**src/hw/tmmu_pkg.sv**
```systemverilog
// package of constants for the timer modulator mode unit
// assumes a single 100 MHz core clock domain
package tmmu_pkg;
   // ---------------------------------------------------------------
   // mode field encodings
   // ---------------------------------------------------------------
   localparam logic [3:0] MODE_TIMER    = 4'h0;
   localparam logic [3:0] MODE_TOG_A    = 4'h1;
   localparam logic [3:0] MODE_TOG_B    = 4'h2;
   localparam logic [3:0] MODE_PWM_A    = 4'h3;
   localparam logic [3:0] MODE_PWM_B    = 4'h4;
   localparam logic [3:0] MODE_MOD_A    = 4'h5;
   localparam logic [3:0] MODE_MOD_B    = 4'h6;
   localparam logic [3:0] MODE_TX_A     = 4'h7;
   localparam logic [3:0] MODE_TX_B     = 4'h8;
   localparam logic [3:0] MODE_SPI      = 4'h9;
   localparam logic [3:0] MODE_CAP_B    = 4'hA;
   localparam logic [3:0] MODE_CAP_A    = 4'hB;
   localparam logic [3:0] MODE_SENSOR   = 4'hC;
   // ---------------------------------------------------------------
   // fixed top values
   // ---------------------------------------------------------------
   localparam logic [9:0] TOP_FIX_1     = 10'h0FF;
   localparam logic [9:0] TOP_FIX_2     = 10'h1FF;
   localparam logic [9:0] TOP_FIX_3     = 10'h3FF;
   // ---------------------------------------------------------------
   // edge select and code select encodings
   // ---------------------------------------------------------------
   localparam logic [1:0] EDGE_OFF      = 2'h0;
   localparam logic [1:0] EDGE_RISE     = 2'h1;
   localparam logic [1:0] EDGE_FALL     = 2'h2;
   localparam logic [1:0] EDGE_BOTH     = 2'h3;
   localparam logic [1:0] CODE_NRZ      = 2'h0;
   localparam logic [1:0] CODE_MANCH    = 2'h1;
   localparam logic [1:0] CODE_BIPHASE  = 2'h2;
   localparam logic [1:0] CODE_PWM      = 2'h3;
   // clock source select
   localparam logic [2:0] CLK_SRC_CORE  = 3'h0;
   localparam int         PWM_SUBSLOTS  = 3;
   localparam int         BYTE_BITS     = 8;
   localparam int         RESET_VAL     = 0;
endpackage : tmmu_pkg

```
**src/hw/tmmu_sync2.sv**
```systemverilog
// two flip-flop synchroniser for one bit
// assumes the input is asynchronous to clk
`timescale 1ns/100ps
module tmmu_sync2 (
   input  wire logic clk,
   input  wire logic rstn,
   input  wire logic d,
   output logic      q
);
   logic meta_ff;
   always_ff @(posedge clk or negedge rstn) begin
      if (!rstn) begin
         meta_ff <= 1'b0;
         q       <= 1'b0;
      end else begin
         meta_ff <= d;
         q       <= meta_ff;
      end
   end
endmodule : tmmu_sync2

```
**src/hw/tmmu_top.sv**
```systemverilog
// timer modulator mode unit: counter, toggle/pwm stage, serial shifter, pin mux
// assumes config ports are static from the core domain; ext pins are async
`timescale 1ns/100ps
module tmmu_top #(
   parameter int CNT_W = 10
) (
   input  wire logic             clk,
   input  wire logic             rstn,
   input  wire logic [3:0]       timer_mode,
   input  wire logic             timer_enable_bit,
   input  wire logic [1:0]       fixed_top_select,
   input  wire logic [CNT_W-1:0] compare_value,
   input  wire logic             toggle_preset,
   input  wire logic [2:0]       clock_select,
   input  wire logic             ext_clk_a,
   input  wire logic             ext_clk_b,
   input  wire logic             capacitive_meas_clock,
   input  wire logic             ssi_enable,
   input  wire logic             shift_clock_idle_level,
   input  wire logic [1:0]       code_select,
   input  wire logic [7:0]       tx_data_reg,
   input  wire logic             tx_start,
   input  wire logic             capture_source_select,
   input  wire logic             capture_pin,
   input  wire logic             capture_alt,
   input  wire logic [1:0]       capture_edge_select,
   input  wire logic             meas_start_bit,
   input  wire logic             port_pin_five,
   input  wire logic             port_pin_six,
   input  wire logic             port_pin_seven_oe,
   input  wire logic             port_pin_five_oe,
   input  wire logic             port_pin_six_oe,
   input  wire logic             serial_input_pin,
   output logic                  mod_out_pin_a,
   output logic                  mod_out_pin_a_oe,
   output logic                  mod_out_pin_b,
   output logic                  mod_out_pin_b_oe,
   output logic                  serial_input_oe,
   output logic [7:0]            rx_data,
   output logic                  ssi_busy,
   output logic [CNT_W-1:0]      count_value,
   output logic [CNT_W-1:0]      capture_value,
   output logic                  capture_event,
   output logic                  compare_match,
   output logic                  timer3_capture,
   output logic                  meas_running,
   output logic                  timer_output_clock
);
   // ---------------------------------------------------------------
   // synchronisers for every pin or foreign-clock input
   // ---------------------------------------------------------------
   localparam int NSYNC = 6;
   logic [NSYNC-1:0] raw_in;
   logic [NSYNC-1:0] syn_in;
   assign raw_in = {serial_input_pin, capture_alt, capture_pin,
                    capacitive_meas_clock, ext_clk_b, ext_clk_a};
   for (genvar gi = 0; gi < NSYNC; gi++) begin : g_sync
      tmmu_sync2 u_sync (
         .clk  (clk),
         .rstn (rstn),
         .d    (raw_in[gi]),
         .q    (syn_in[gi])
      );
   end
   wire s_ext_a  = syn_in[0];
   wire s_ext_b  = syn_in[1];
   wire s_sense  = syn_in[2];
   wire s_cpin   = syn_in[3];
   wire s_calt   = syn_in[4];
   wire s_sin    = syn_in[5];

   // ---------------------------------------------------------------
   // edge history of synchronised inputs
   // ---------------------------------------------------------------
   logic ext_a_d_ff, ext_b_d_ff, sense_d_ff, cap_d_ff;
   wire  cap_src   = capture_source_select ? s_calt : s_cpin;
   always_ff @(posedge clk or negedge rstn) begin
      if (!rstn) begin
         ext_a_d_ff <= 1'b0;
         ext_b_d_ff <= 1'b0;
         sense_d_ff <= 1'b0;
         cap_d_ff   <= 1'b0;
      end else begin
         ext_a_d_ff <= s_ext_a;
         ext_b_d_ff <= s_ext_b;
         sense_d_ff <= s_sense;
         cap_d_ff   <= cap_src;
      end
   end

   // ---------------------------------------------------------------
   // counter clock select
   // ---------------------------------------------------------------
   wire  is_sensor = (timer_mode == tmmu_pkg::MODE_SENSOR);
   wire  tick_ext_a = s_ext_a & ~ext_a_d_ff;
   wire  tick_ext_b = s_ext_b & ~ext_b_d_ff;
   wire  tick_sense = s_sense & ~sense_d_ff;
   // sensor mode forces the sensor signal as count clock
   wire  cnt_tick = is_sensor ? tick_sense :
                    (clock_select == tmmu_pkg::CLK_SRC_CORE) ? 1'b1 :
                    (clock_select[0] ? tick_ext_a :
                     clock_select[1] ? tick_ext_b : tick_sense);

   // ---------------------------------------------------------------
   // measurement start: armed by start bit, released on a count tick
   // so timer3 and this counter start on the same clock event
   // ---------------------------------------------------------------
   logic meas_arm_ff, meas_run_ff;
   always_ff @(posedge clk or negedge rstn) begin
      if (!rstn) begin
         meas_arm_ff <= 1'b0;
         meas_run_ff <= 1'b0;
      end else begin
         meas_arm_ff <= is_sensor & meas_start_bit & ~meas_run_ff;
         if (!is_sensor || !meas_start_bit) begin
            meas_run_ff <= 1'b0;
         end else if (meas_arm_ff && cnt_tick) begin
            meas_run_ff <= 1'b1;
         end
      end
   end
   wire  cnt_run = timer_enable_bit & (~is_sensor | meas_run_ff);

   // ---------------------------------------------------------------
   // counter with fixed or programmed top
   // ---------------------------------------------------------------
   logic [CNT_W-1:0] cnt_ff;
   logic [CNT_W-1:0] fix_top;
   logic             en_d_ff;
   always_comb begin
      case (fixed_top_select)
         2'h1:    fix_top = CNT_W'(tmmu_pkg::TOP_FIX_1);
         2'h2:    fix_top = CNT_W'(tmmu_pkg::TOP_FIX_2);
         2'h3:    fix_top = CNT_W'(tmmu_pkg::TOP_FIX_3);
         default: fix_top = compare_value;
      endcase
   end
   wire is_pwm   = (timer_mode == tmmu_pkg::MODE_PWM_A) || (timer_mode == tmmu_pkg::MODE_PWM_B);
   // pwm with a fixed top uses compare as duty; otherwise compare ends period
   wire [CNT_W-1:0] top_val = is_pwm ? fix_top : compare_value;
   wire cmp_hit  = cnt_run & cnt_tick & (cnt_ff == compare_value);
   wire top_hit  = cnt_run & cnt_tick & (cnt_ff == top_val);
   always_ff @(posedge clk or negedge rstn) begin
      if (!rstn) begin
         cnt_ff <= '0;
      end else if (!cnt_run) begin
         cnt_ff <= '0;
      end else if (top_hit) begin
         cnt_ff <= '0;
      end else if (cnt_tick) begin
         cnt_ff <= cnt_ff + 1'b1;
      end
   end

   // ---------------------------------------------------------------
   // toggle flip-flop (m2 stage)
   // ---------------------------------------------------------------
   logic tog_ff;
   wire  en_rise   = timer_enable_bit & ~en_d_ff;
   wire  pwm_fix   = is_pwm & (fixed_top_select != 2'h0);
   always_ff @(posedge clk or negedge rstn) begin
      if (!rstn) begin
         tog_ff  <= 1'b0;
         en_d_ff <= 1'b0;
      end else begin
         en_d_ff <= timer_enable_bit;
         if (!timer_enable_bit) begin
            tog_ff <= toggle_preset;            // preset only while stopped
         end else if (en_rise && timer_mode == tmmu_pkg::MODE_PWM_B) begin
            tog_ff <= ~tog_ff;
         end else if (pwm_fix && (cmp_hit || top_hit)) begin
            tog_ff <= ~tog_ff;
         end else if (!pwm_fix && (cmp_hit || top_hit && is_pwm)) begin
            tog_ff <= ~tog_ff;
         end
      end
   end

   // ---------------------------------------------------------------
   // timer output clock and serial shift clock derivation
   // ---------------------------------------------------------------
   logic tclk_ff;
   always_ff @(posedge clk or negedge rstn) begin
      if (!rstn) begin
         tclk_ff <= 1'b0;
      end else if (!cnt_run) begin
         tclk_ff <= 1'b0;
      end else if (top_hit) begin
         tclk_ff <= ~tclk_ff;
      end
   end
   wire half_tick = top_hit;   // one half of the shift clock per top match

   // ---------------------------------------------------------------
   // serial shift unit: modulator coding and master shifting
   // ---------------------------------------------------------------
   typedef enum logic [1:0] {TMMU_IDLE, TMMU_SHIFT} tmmu_ssi_t;
   tmmu_ssi_t   st_ff;
   logic [7:0]  sr_ff;
   logic [7:0]  rx_ff;
   logic [2:0]  bit_ff;
   logic [1:0]  ph_ff;       // sub-slot inside a bit
   logic        sclk_ff;
   logic        bp_lvl_ff;   // bi-phase running level
   wire is_mod = (timer_mode == tmmu_pkg::MODE_MOD_A) || (timer_mode == tmmu_pkg::MODE_MOD_B);
   wire is_ser = (timer_mode == tmmu_pkg::MODE_TX_A) || (timer_mode == tmmu_pkg::MODE_TX_B) ||
                 (timer_mode == tmmu_pkg::MODE_SPI);
   wire is_spi = (timer_mode == tmmu_pkg::MODE_SPI);
   // pwm code uses three sub-slots per bit, the others use two
   wire [1:0] last_ph = (is_mod && code_select == tmmu_pkg::CODE_PWM) ? 2'h2 : 2'h1;
   wire bit_end = half_tick & (ph_ff == last_ph);
   always_ff @(posedge clk or negedge rstn) begin
      if (!rstn) begin
         st_ff     <= TMMU_IDLE;
         sr_ff     <= 8'h00;
         rx_ff     <= 8'h00;
         bit_ff    <= 3'h0;
         ph_ff     <= 2'h0;
         sclk_ff   <= 1'b0;
         bp_lvl_ff <= 1'b0;
      end else begin
         case (st_ff)
            TMMU_IDLE: begin
               sclk_ff <= shift_clock_idle_level;
               ph_ff   <= 2'h0;
               bit_ff  <= 3'h0;
               if (ssi_enable && tx_start && (is_mod || is_ser)) begin
                  sr_ff <= tx_data_reg;
                  st_ff <= TMMU_SHIFT;
               end
            end
            TMMU_SHIFT: begin
               if (!ssi_enable || !(is_mod || is_ser)) begin
                  st_ff <= TMMU_IDLE;
               end else if (half_tick) begin
                  ph_ff   <= bit_end ? 2'h0 : ph_ff + 2'h1;
                  sclk_ff <= ~sclk_ff;
                  // leading edge samples the slave, trailing edge shifts
                  if (is_spi && ph_ff == 2'h0) begin
                     rx_ff <= {rx_ff[6:0], s_sin};
                  end
                  if (bit_end) begin
                     bp_lvl_ff <= ~bp_lvl_ff;
                     sr_ff     <= {sr_ff[6:0], 1'b0};
                     bit_ff    <= bit_ff + 3'h1;
                     if (bit_ff == 3'(tmmu_pkg::BYTE_BITS - 1)) begin
                        st_ff <= TMMU_IDLE;
                     end
                  end
               end
            end
            default: st_ff <= TMMU_IDLE;
         endcase
      end
   end
   wire shifting = (st_ff == TMMU_SHIFT);
   wire sdo      = sr_ff[7];

   // ---------------------------------------------------------------
   // line coding of the serial data for modulator modes
   // ---------------------------------------------------------------
   logic coded;
   always_comb begin
      case (code_select)
         tmmu_pkg::CODE_MANCH:   coded = (ph_ff == 2'h0) ? ~sdo : sdo;
         tmmu_pkg::CODE_BIPHASE: coded = (ph_ff == 2'h0) ? bp_lvl_ff : (bp_lvl_ff ^ sdo);
         tmmu_pkg::CODE_PWM:     coded = (ph_ff == 2'h0) | ((ph_ff == 2'h1) & sdo);
         default:                coded = sdo;
      endcase
   end
   wire mod_sig = shifting ? coded : 1'b0;

   // ---------------------------------------------------------------
   // capture source edge detection and capture match
   // ---------------------------------------------------------------
   wire is_cap  = (timer_mode == tmmu_pkg::MODE_CAP_A) || (timer_mode == tmmu_pkg::MODE_CAP_B);
   wire c_rise  = cap_src & ~cap_d_ff;
   wire c_fall  = ~cap_src & cap_d_ff;
   wire cap_hit = is_cap & (
                  (capture_edge_select == tmmu_pkg::EDGE_RISE && c_rise) ||
                  (capture_edge_select == tmmu_pkg::EDGE_FALL && c_fall) ||
                  (capture_edge_select == tmmu_pkg::EDGE_BOTH && (c_rise || c_fall)));

   // ---------------------------------------------------------------
   // pin mux: unclaimed pins pass the port values through
   // ---------------------------------------------------------------
   logic a_val, a_own, b_val, b_own;
   always_comb begin
      a_val = port_pin_five;
      a_own = 1'b0;
      b_val = port_pin_six;
      b_own = 1'b0;
      case (timer_mode)
         tmmu_pkg::MODE_TOG_A, tmmu_pkg::MODE_PWM_A, tmmu_pkg::MODE_CAP_A: begin
            a_val = tog_ff;
            a_own = 1'b1;
         end
         tmmu_pkg::MODE_TOG_B, tmmu_pkg::MODE_PWM_B, tmmu_pkg::MODE_CAP_B: begin
            b_val = tog_ff;
            b_own = 1'b1;
         end
         tmmu_pkg::MODE_MOD_A: begin
            a_val = mod_sig;
            a_own = 1'b1;
         end
         tmmu_pkg::MODE_MOD_B: begin
            b_val = mod_sig;
            b_own = 1'b1;
         end
         tmmu_pkg::MODE_TX_A, tmmu_pkg::MODE_SPI: begin
            a_val = sdo;
            a_own = 1'b1;
            b_val = sclk_ff;
            b_own = 1'b1;
         end
         tmmu_pkg::MODE_TX_B: begin
            a_val = sclk_ff;
            a_own = 1'b1;
            b_val = sdo;
            b_own = 1'b1;
         end
         default: begin
            a_own = 1'b0;
         end
      endcase
   end

   // ---------------------------------------------------------------
   // registered outputs: one flop stage keeps mode changes glitch free
   // ---------------------------------------------------------------
   always_ff @(posedge clk or negedge rstn) begin
      if (!rstn) begin
         mod_out_pin_a      <= 1'b0;
         mod_out_pin_a_oe   <= 1'b0;
         mod_out_pin_b      <= 1'b0;
         mod_out_pin_b_oe   <= 1'b0;
         serial_input_oe    <= 1'b0;
         rx_data            <= 8'h00;
         ssi_busy           <= 1'b0;
         count_value        <= '0;
         capture_value      <= '0;
         capture_event      <= 1'b0;
         compare_match      <= 1'b0;
         timer3_capture     <= 1'b0;
         meas_running       <= 1'b0;
         timer_output_clock <= 1'b0;
      end else begin
         mod_out_pin_a      <= a_val;
         mod_out_pin_a_oe   <= a_own ? 1'b1 : port_pin_five_oe;
         mod_out_pin_b      <= b_val;
         mod_out_pin_b_oe   <= b_own ? 1'b1 : port_pin_six_oe;
         // the third pin is input in spi mode, port-owned otherwise
         serial_input_oe    <= is_spi ? 1'b0 : port_pin_seven_oe;
         rx_data            <= rx_ff;
         ssi_busy           <= shifting;
         count_value        <= cnt_ff;
         if (cap_hit) begin
            capture_value   <= cnt_ff;
         end
         capture_event      <= cap_hit;
         compare_match      <= cmp_hit;
         timer3_capture     <= is_sensor & meas_run_ff & cmp_hit;
         meas_running       <= meas_run_ff;
         timer_output_clock <= tclk_ff;
      end
   end
endmodule : tmmu_top

```
**config.mk**
```make
export PLATFORM = sky130hd
export DESIGN_NAME = tmmu_top
export DESIGN_NICKNAME = d
export VERILOG_FILES = /design/src/hw/tmmu_pkg.sv /design/src/hw/tmmu_sync2.sv /design/src/hw/tmmu_top.sv
export SDC_FILE = /design/constraint.sdc
export NUM_CORES = 1
export LEC_CHECK = 0
export BUFFER_PORTS_ARGS = -buffer_cell sky130_fd_sc_hd__buf_4
export CAP_MARGIN = 20
export CORE_AREA = 10 10 136 100
export DETAILED_ROUTE_END_ITERATION = 10
export DIE_AREA = 0 0 146 110
export HOLD_SLACK_MARGIN = 0.1
export MAX_ROUTING_LAYER = met4
export PLACE_DENSITY_LB_ADDON = 0.08
export SYNTH_ARGS = -nofsm -noshare
export SYNTH_HDL_FRONTEND = slang
export SYNTH_SLANG_ARGS = --single-unit
```
**constraint.sdc**
```tcl
create_clock -name clk -period 3.9 [get_ports clk]
set_input_delay 0.195 -clock clk [delete_from_list [all_inputs] [get_ports clk]]
set_output_delay 0.195 -clock clk [all_outputs]
set_load 0.02 [all_outputs]
```
# --- After elaboration in Yosys (flattened, before gate mapping) ---
# Index checks and enable logic that the tools add are counted.
op_classes:
  add_sub_neg: 3
  eq_ne: 37
  muxes: 52
  n_bitwise: 35
  reduce_logical: 47
ops:
  columns: ["operator", "n"]
  rows:
  - ["10-bit 2-to-1 mux", 4]
  - ["8-bit 2-to-1 mux", 4]
  - ["10-bit case mux with 3 select lines", 1]
  - ["1-bit 2-to-1 mux", 23]
  - ["10-bit == test", 2]
  - ["4-bit == test (second input constant)", 5]
  - ["1-bit bitwise AND", 18]
  - ["2-bit 2-to-1 mux", 9]
  - ["4-bit by 3-bit == test with 1-bit output (second input constant)", 4]
  - ["8-bit case mux with 2 select lines", 1]
  - ["4-bit AND reduction", 4]
  - ["1-bit inverter", 14]
  - ["7-bit OR reduction", 2]
  - ["1-bit logical OR", 13]
  - ["2-bit == test (second input constant)", 6]
  - ["1-bit logical AND", 12]
  - ["10-bit by 1-bit adder with 10-bit output (second input constant)", 1]
  - ["2-bit by 1-bit == test with 1-bit output (second input constant)", 5]
  - ["3-bit 2-to-1 mux", 3]
  - ["3-bit by 2-bit inequality test with 1-bit output (second input constant)", 3]
  - ["4-bit by 2-bit == test with 1-bit output (second input constant)", 2]
  - ["2-bit inequality test (second input constant)", 4]
  - ["1-bit case mux with 4 select lines", 2]
  - ["2-bit case mux with 2 select lines", 2]
  - ["other kinds (21)", 30]
word_totals:
  regBits: 95
  out_inout_bits: 39
  elab_cells: 217

# --- Logic depth before layout (Yosys ltp) ---
# Gate-level depths: netlist of run 1.
logic_depth:
  ltp_word: 15
  ltp_mapped: 9

# --- Hierarchy ---
# From an unflattened synthesis of run 1, not the netlist that was laid out.
hier_totals:
  hier_cells: 348
  area_unflattened_um2: 4225.3
by_module_without_submodules:
  columns: ["mod", "n_inst", "cells_per_inst", "area_per_inst_um2", "seq_area_each_um2"]
  rows:
  - ["tmmu_top", 1, 336, 3925.0, 2052.0]
  - ["tmmu_sync2", 6, 2, 50.0, 50.0]

# --- Worst setup path after synthesis of run 1 ---
# No wires, ideal clock.
synth_timing:
  path_kind: "input to register"
  start: "input timer_mode[0]"
  end: "register rx_ff[0]"
  setup_time_ns: 0.125
  arrival_ns: 2.408
  t_required_ns: 3.775
  slack_ns: 1.368
  stages: 9
  n_path_buf: 2
  cell_sequence: "buf_6 -> nor4b_4 -> o22ai_1 -> or4_1 -> a211oi_2 -> and4_1 -> buf_6 -> nand4_4 -> mux2_2"
synth_between:
  elab_chain_len: 8
  elab_cells_between_ends: 26
synth_rtl:
  columns: ["item", "line", "text"]
  rows:
  - ["start: declaration", "tmmu_top.sv:9", "input wire logic [3:0] timer_mode,"]
  - ["parallel branches: the longest is 7 deep, another holds 10-bit 2-to-1 mux", null, null]
  - ["4-bit AND reduction (no line) *", null, null]
  - ["end signal: assignment", "tmmu_top.sv:240", "rx_ff <= {rx_ff[6:0], s_sin};"]
  - ["end: declaration", "tmmu_top.sv:200", "logic [7:0] rx_ff;"]
# Every way passes the cells marked *.
# A chain may end at the register's enable or synchronous reset.

# --- Final worst setup path of run 1 ---
layout_timing:
  start: "register cnt_ff[0]"
  end: "register sr_ff[3]"
layout_between:
  elab_chain_len: 5
  elab_cells_between_ends: 6
layout_rtl:
  columns: ["item", "line", "text"]
  rows:
  - ["start: declaration", "tmmu_top.sv:127", "logic [CNT_W-1:0] cnt_ff;"]
  - ["start signal: assignment", "tmmu_top.sv:151", "cnt_ff <= cnt_ff + 1'b1;"]
  - ["10-bit == test *", "tmmu_top.sv:142", "wire top_hit = cnt_run & cnt_tick & (cnt_ff == top_val);"]
  - ["1-bit bitwise AND *", "tmmu_top.sv:142", null]
  - ["1-bit bitwise AND", "tmmu_top.sv:211", "wire bit_end = half_tick & (ph_ff == last_ph);"]
  - ["2-bit inequality test (no line)", null, null]
  - ["5-bit AND reduction (no line) *", null, null]
  - ["end signal: assignment", "tmmu_top.sv:228", "sr_ff <= tx_data_reg;"]
  - ["end signal: assignment", "tmmu_top.sv:244", "sr_ff <= {sr_ff[6:0], 1'b0};"]
  - ["end: declaration", "tmmu_top.sv:199", "logic [7:0] sr_ff;"]
# Mark *: on every way between the ends. The rest lies on a longest branch, timed or not.

==> results of run 1 <==
[timing repair]
| action | in CTS | in global routing |
|---|---|---|
| endpoints found under the hold margin | 69 | 0 |
| hold buffers | 12 | 0 |
| resized for setup | 0 | 0 |
[sequential cells by signal, summed over array words and instances, names as in the netlist, 2 cells and up]
signal                 flops
g_sync.u_sync.meta_ff      6
rx_ff                      8
ph_ff                      2
g_sync.u_sync.q            6
bit_ff                     3
rx_data                    8
cnt_ff                    10
count_value               10
sr_ff                      8
capture_value             10
[power breakdown]
group          total (uW)  internal (uW)  switching (uW)
logic                 222            113             110
registers            1050           1020            31.0
clock network         960            584             376
total                2230           1710             517
[through the flow]
| step | total power [uW] | instance area [um^2] | cells | util [%] | worst slack (ns) |
|---|---|---|---|---|---|
| 2_1_floorplan | 1170 | 4110 | 348 | - | 1.37 |
| 3_3_place_gp | 1280 | 4920 | 582 | 45.1 | 0.949 |
| 3_5_place_dp | 1280 | 4920 | 582 | 45.1 | 0.860 |
| 4_1_cts | 2270 | 5380 | 610 | 49.2 | 0.972 |
| 5_1_grt | 2340 | 5380 | 610 | 49.2 | 0.799 |
| 6_report | 2230 | 5380 | 610 | 49.2 | 0.976 |
[cell type report]
cell class	instances	area (um^2)	area share, %
inverters	19	71.3	1.33
well taps	153	191	3.56
clock inverters	6	91.3	1.70
multi-input cells	226	1630	30.4
flip-flops and latches	94	2350	43.8
clock buffers	10	239	4.45
repair buffers	102	796	14.8
[placed cells by master (no fill, tap or decap), drive strengths merged, types with 9 or more instances in the layout]
| cell type | n |
|---|---|
| dlygate4sd3 | 12 |
| mux2 | 19 |
| nor2 | 23 |
| nand2 | 23 |
| nor2b | 11 |
| buf | 90 |
| xnor2 | 14 |
| or2 | 9 |
| a21oi | 15 |
| clkbuf | 10 |
| dfrtp | 94 |
| inv | 21 |
[cell usage after synthesis (7+ instances only)]
cell | instances | area share (%)
nor2b_1 | 11 | 1.7
a21oi_1 | 15 | 1.8
inv_1 | 19 | 1.7
xnor2_1 | 14 | 3.0
o21ai_0 | 8 | 0.97
nand2b_1 | 7 | 1.1
nand2_1 | 23 | 2.1
ha_1 | 7 | 2.1
dfrtp_1 | 94 | 57
mux2_2 | 19 | 5.2
or2_2 | 9 | 1.4
nor2_1 | 23 | 2.1
o221a_2 | 8 | 2.2
[cell families after synthesis]
kind of cell	Yosys count	share of synthesized area [%]
multiplexers	22	5.94
AND/OR/NAND/NOR	120	17.1
adder cells (fa/ha/maj)	7	2.13
flip-flops	94	57.3
buffers and inverters	28	2.95
XOR/XNOR	16	3.41
AO/OA/AOI/OAI	61	11.1
[how the worst min path moves through the flow]
| stage | start | to | depth (start not counted) |
|---|---|---|---|
| final | port_pin_six | mod_out_pin_b | 3 |
| after global routing | port_pin_seven_oe | serial_input_oe | 2 |
| after CTS | port_pin_six | mod_out_pin_b | 3 |
| after detailed placement | serial_input_pin | g_sync[5].u_sync.meta_ff | 1 |
| after global placement | rstn | g_sync[4].u_sync.q | 1 |
| after floorplan | rstn | bit_ff[0] | 0 |
[metal layers]
layer | vias up | global-route usage, % | routed length, um
met1 | 1436 | 18.3 | 5230
li1 | 1446 | - | -
met4 | 0 | 4.70 | 138
met2 | 73 | 17.3 | 4130
met3 | 12 | 3.62 | 451
met5 | - | - | 0
[critical path, delay by kind of cell, from the launching register on]
family	cells	cell delay (ns)
flip-flops	1	0.47
AO/OA/AOI/OAI	3	0.85
AND/OR/NAND/NOR	4	1.49
==> metrics.md, run 1 <==
| Metric | Value |
|---|---|
| Status | finished, final reports clean |
| Synth Flop Type | dfrtp_1 |
| First-pass GRT wire length | 16.0 mm |
| Antenna diode count | 0 |
| CTS tree | built |
| DIE WIDTH | approximately 150 um |
| GPL Wtd Cong | 0.801 |
| Vias per cell | roughly 5 |
| Antenna Nets Post-Route | 0 |
| Core Box Area | 0.0109 mm^2 |
| Data arrival, critical path | between 3 and 4 ns |
| RSZ-0062 raised after global routing | no |
| Row count | 32 |
| Actual slew at the worst max-slew pin | 0.758 ns |
| Leakage power | 0.00249 uW |
| Final-stage net count | 510 |
| Hold Crit Class | in -> reg |
| Reg clk slew, reported paths | 0.06 ns |
| # DRC | 0 |
| Clock Latency Late Sink | 0.34 ns |
| P&R area growth vs syn | 30.9% |
| Crit-path max FO | 8 |
| Synth Cell Area | roughly 0.004 mm^2 |
| Crit. Startpoint | cnt_ff[0] |
| Worst setup SP type | flop |
| R2R depth | 7 |
| Post-CTS Setup Bufs | 0 |
| Syn. warnings | 0 |
| Final count of negative-setup-slack endpoints | 0 |
| Initial antenna violation count | 0 |
| Die Ht | ~110 um |
| Max Clk Rate | 342 MHz |
| Ports | 90 |
| TritonCTS buffer count | 9 |
| Wire length per cell | between 15 and 20 um |
| CP Cell Sequence | nand2b_1, o2111ai_1, or4b_2, a211oi_2, and4_1, nand3_2, o221a_2 |
| Setup Skew | about 0.0052 ns |
| IO Port Bufs | 89 |
| Clk sinks | 94 |
| Rel. slew slack | between 40 and 50% |
| Vias in the first global route | 2932 |
| Crit end category | flop |
| Tcrit/Tclk final | roughly 75% |
| Fraction of registers with async set/reset | 100% |
| Grt ovf | 0 |
| Initial core utilization | 37.6% |
| Syn Nets | 406 |
| Total number of vias | between 2000 and 3000 |
| GRT Total Usage | 13.0% |
| Critical Path End | sr_ff[3] |
| Drt first pass iters | 4 |
| Critical Path RT | 4.13 ns |
| Die area | between 0.015 and 0.02 mm^2 |
| Minimum clock period | 2.92 ns |
| Dpl hpwl | 7.37 mm |
| Post-Synthesis Cells | approximately 350 |
| Max Cap Viol | 0 |
| H-Tree Depth | 3 |
| Filler cell count | 1003 |
| Fin. max-slew vios | 0 |
| Synthesized area per cell | ~12 um^2 |
| R2R Path Start | cnt_ff[0] |
| Final hold violations | 0 |
| Pin count of the biggest net entering global routing | 59 |
| Register area share after synthesis | about 57% |
| CTS root buf | clkbuf_16 |
| Clock buffer depth | 2 |
| Setup CP Type | reg -> reg |
| Pwr Density | 415 mW/mm^2 |
| Worst vdd ir | roughly 0.00021 V |
| Register bit total from synthesis | 94 |
| Synth unique cells | 56 |
| Post-synth EDFFs | 0 |
| Setup TNS | 0 ns |
| Flop2flop setup slack | 0.98 ns |
| R2r endpoint | sr_ff[3] |
| Layout cell share with drive strength beyond 1 | 33.5% |
| Worst hold margin | between 0.1 and 0.15 ns |
| Total Wirelength | 9.95 mm |
| CP max stage delay | roughly 0.64 ns |
| Initial DRC count | around 160 |
| CP max-delay cell | or4b_2 |
(Power assumes the default switching activity.)
==> run 2: changes to the inputs <==
- clock period: 3.9 -> 2.3 ns (I/O delays scaled with it)
==> metrics.md, run 2 (synthesized netlist as in run 1, its figures left out) <==
| Metric | Value |
|---|---|
| Status | finished with violations (was finished, final reports clean) |
| Failing checks | negative setup slack |
| R2R depth | 9 (was 7) |
| Most frequent cells in the layout | buf_4, dfrtp_1, nor2_1 (was dfrtp_1, buf_4, nand2_1, nor2_1) |
| R2R Path Start | cnt_ff[7] (was cnt_ff[0]) |
| # DRC | 0 (unchanged) |
| Final worst slack | -0.0704 ns (was 0.976 ns) |
| Crit. Startpoint | cnt_ff[7] (was cnt_ff[0]) |
| Final-stage net count | 565 (was 510) |
| Final hold violations | 0 (unchanged) |
| Bufs and invs on worst path | 3 (was 0) |
| Minimum clock period | 2.37 ns (was 2.92 ns) |
| Max Clk Rate | 422 MHz (was 342 MHz) |
| CTS tree | built (unchanged) |
| Setup CP Type | reg -> reg (unchanged) |
| Clock Latency Late Sink | 0.34 ns (about the same) |
| Filler cell count | 976 (was 1003) |
| Total Wirelength | 10.5 mm (was 9.95 mm) |
| Dpl hpwl | 7.75 mm (was 7.37 mm) |
| Vias per cell | 4.74 (was 4.86) |
| Row count | 32 (unchanged) |
| Hold Crit Class | in -> reg (unchanged) |
| Flop pwr share | 49.0% (was 47.0%) |
| CP Cell Sequence | inv_1, o22ai_1, or4b_4, a211oi_4, nand4_1, buf_6, buf_4, or3_1, a21oi_1 (was nand2b_1, o2111ai_1, or4b_2, a211oi_2, and4_1, nand3_2, o221a_2) |
| DP Area | 0.00527 mm^2 (was 0.00492 mm^2) |
| GPL Wtd Cong | 0.862 (was 0.801) |
| Initial antenna violation count | 0 (unchanged) |
| Worst vdd ir | 0.000355 V (was 0.000206 V) |
| Antenna diode count | 0 (unchanged) |
| Clock buffer depth | 2 (unchanged) |
| Data arrival, critical path | 2.63 ns (was 3.15 ns) |
| TritonCTS buffer count | 9 (unchanged) |
| Leakage power | 0.00277 uW (was 0.00249 uW) |
| Commonest non-fill, non-tap cell in the layout | buf_4 (was dfrtp_1) |
| Levels on crit path | 9 (was 7) |
| Core Box Area | 0.0109 mm^2 (unchanged) |
| Tcrit/Tclk final | 103% (was 75.0%) |
| Largest registers | capture_value x10, cnt_ff x10, count_value x10 (unchanged) |
| P&R area growth vs syn | 43.5% (was 30.9%) |
| Critical Path End | bit_ff[0] (was sr_ff[3]) |
| RSZ-0062 raised after global routing | yes (was no) |
| CP top delay family | simple AND/OR/NAND/NOR gates (unchanged) |
| Drt first pass iters | 4 (unchanged) |
| Total number of vias | 3152 (was 2967) |
| Fraction of power consumed by the clock network | 38.9% (was 43.0%) |
| Vias in the first global route | 3239 (was 2932) |
| Initial core utilization | 37.6% (unchanged) |
| Pwr Density | 613 mW/mm^2 (was 415 mW/mm^2) |
| Critical Path RT | 2.56 ns (was 4.13 ns) |
| Die Ht | 110 um (unchanged) |
| Crit-path max FO | 4 (was 8) |
| DIE WIDTH | 146 um (unchanged) |
| Wire length per cell | 15.8 um (was 16.3 um) |
| Max Cap Viol | 0 (unchanged) |
| Fin. max-slew vios | 0 (unchanged) |
| H-Tree Depth | 3 (unchanged) |
| Switch Pwr | 907 uW (was 517 uW) |
| Final count of negative-setup-slack endpoints | 18 (was 0) |
| CTS root buf | clkbuf_16 (unchanged) |
| Flop2flop setup slack | -0.07 ns (was 0.98 ns) |
| Pin count of the biggest net entering global routing | 53 (was 59) |
| Comb pwr share | 12.1% (was 10.0%) |
| Sw frac | 25.1% (was 23.2%) |
| Finished Cell Area | 0.00589 mm^2 (was 0.00538 mm^2) |
| Layout cell share with drive strength beyond 1 | 43.2% (was 33.5%) |
| IO Port Bufs | 89 (unchanged) |
| CP max-delay cell | or4b_4 (was or4b_2) |
| GRT Total Usage | 13.7% (was 13.0%) |
| Rel. slew slack | 54.5% (was 49.5%) |
| Setup Skew | 0.00791 ns (was 0.00520 ns) |
| Post-Place Worst Slack | -0.262 ns (was 0.860 ns) |
| Worst setup SP type | flop (unchanged) |
| Crit end category | flop (unchanged) |
| Actual slew at the worst max-slew pin | 0.682 ns (was 0.758 ns) |
| Initial DRC count | 162 (was 164) |
| Clk sinks | 94 (unchanged) |
| Die area | 0.0161 mm^2 (unchanged) |
| R2r endpoint | bit_ff[0] (was sr_ff[3]) |
| Ports | 90 (unchanged) |
| Antenna Nets Post-Route | 0 (unchanged) |
| Int Pwr | 2710 uW (was 1710 uW) |
| Reg clk slew, reported paths | 0.07 ns (was 0.06 ns) |
| Grt ovf | 0 (unchanged) |
| CP max stage delay | 0.57 ns (was 0.64 ns) |
| First-pass GRT wire length | 16.9 mm (was 16.0 mm) |
==> run 2: cell count changes in the layout (fill, tap and decap cells not counted), moves of 2 or more <==
cell	previous run	this run
buf_4	90	133
dlygate4sd3_1	12	18
o21ai_0	8	5
nand2_2	0	2
bufinv_16	2	0
a21oi_1	15	11
nand2_1	23	21
buf_6	0	5
a21oi_2	0	4
nand3_1	6	4
==> run 2: area by class of cell <==
class                      instances  area (um^2)  share of cell area (%)
clock buffer                       9          225                    3.82
clock inverter                     7         55.1                   0.934
inverter                          19         71.3                    1.21
multi-input combinational        226         1740                    29.6
sequential                        94         2350                    39.9
tap                              153          191                    3.25
timing repair buffer             157         1250                    21.3
==> run 2: worst register-to-register path: stages, from the launching register on <==
cell and delay (ns):
dfrtp_1 0.41, inv_1 0.09, o22ai_1 0.08, or4b_4 0.57, a211oi_4 0.28, nand4_1 0.14
buf_6 0.16, buf_4 0.13, or3_1 0.30, a21oi_1 0.13
==> run 2: power by group through the flow <==
stage	Sequential, uW	Combinational, uW	Clock (uW)
2_1_floorplan	1820	172	0
3_3_place_gp	1800	400	0
3_5_place_dp	1800	407	0
4_1_cts	1770	436	1460
5_1_grt	1780	483	1530
6_report	1770	438	1400
==> run 2: stage by stage <==
step	util (%)	cells	power (uW)	hold WS (ns)	TNS, ns
finish	53.9	665	3610	0.120	-0.718
global route	53.9	665	3800	0.120	-2.33
CTS	53.1	663	3660	0.108	-0.887
detailed placement	48.2	624	2210	0.192	-4.50
global placement	48.2	624	2200	0.194	-3.24
floorplan	-	348	1990	-0.181	-0.394
==> run 2: what timing repair did <==
action | in CTS | in global routing
pin swaps | 12 | 11
setup buffers | 5 | 2
hold endpoints to repair | 69 | 0
hold buffers | 18 | 0
setup endpoints to repair | 22 | 35
resized for setup | 10 | 21
==> run 2: worst min path at each step <==
stage | endpoint | cells after the start | from | slack, ns
finish | sr_ff[2] | 3 | tx_data_reg[2] | 0.12
global route | sr_ff[5] | 3 | tx_data_reg[5] | 0.12
CTS | sr_ff[2] | 3 | tx_data_reg[2] | 0.11
detailed placement | g_sync[4].u_sync.meta_ff | 1 | rstn | 0.19
global placement | g_sync[3].u_sync.q | 1 | rstn | 0.19
floorplan | bit_ff[0] | 0 | rstn | -0.18
==> run 2: layer usage <==
layer / GRT usage (%) / part of all wire [%] / vias to the layer above
met5: - / 0 / -
li1: - / - / 1553
met2: 19.6 / 43 / 87
met3: 3.30 / 3.8 / 14
met1: 18.9 / 52 / 1498
met4: 4.06 / 1.3 / 0
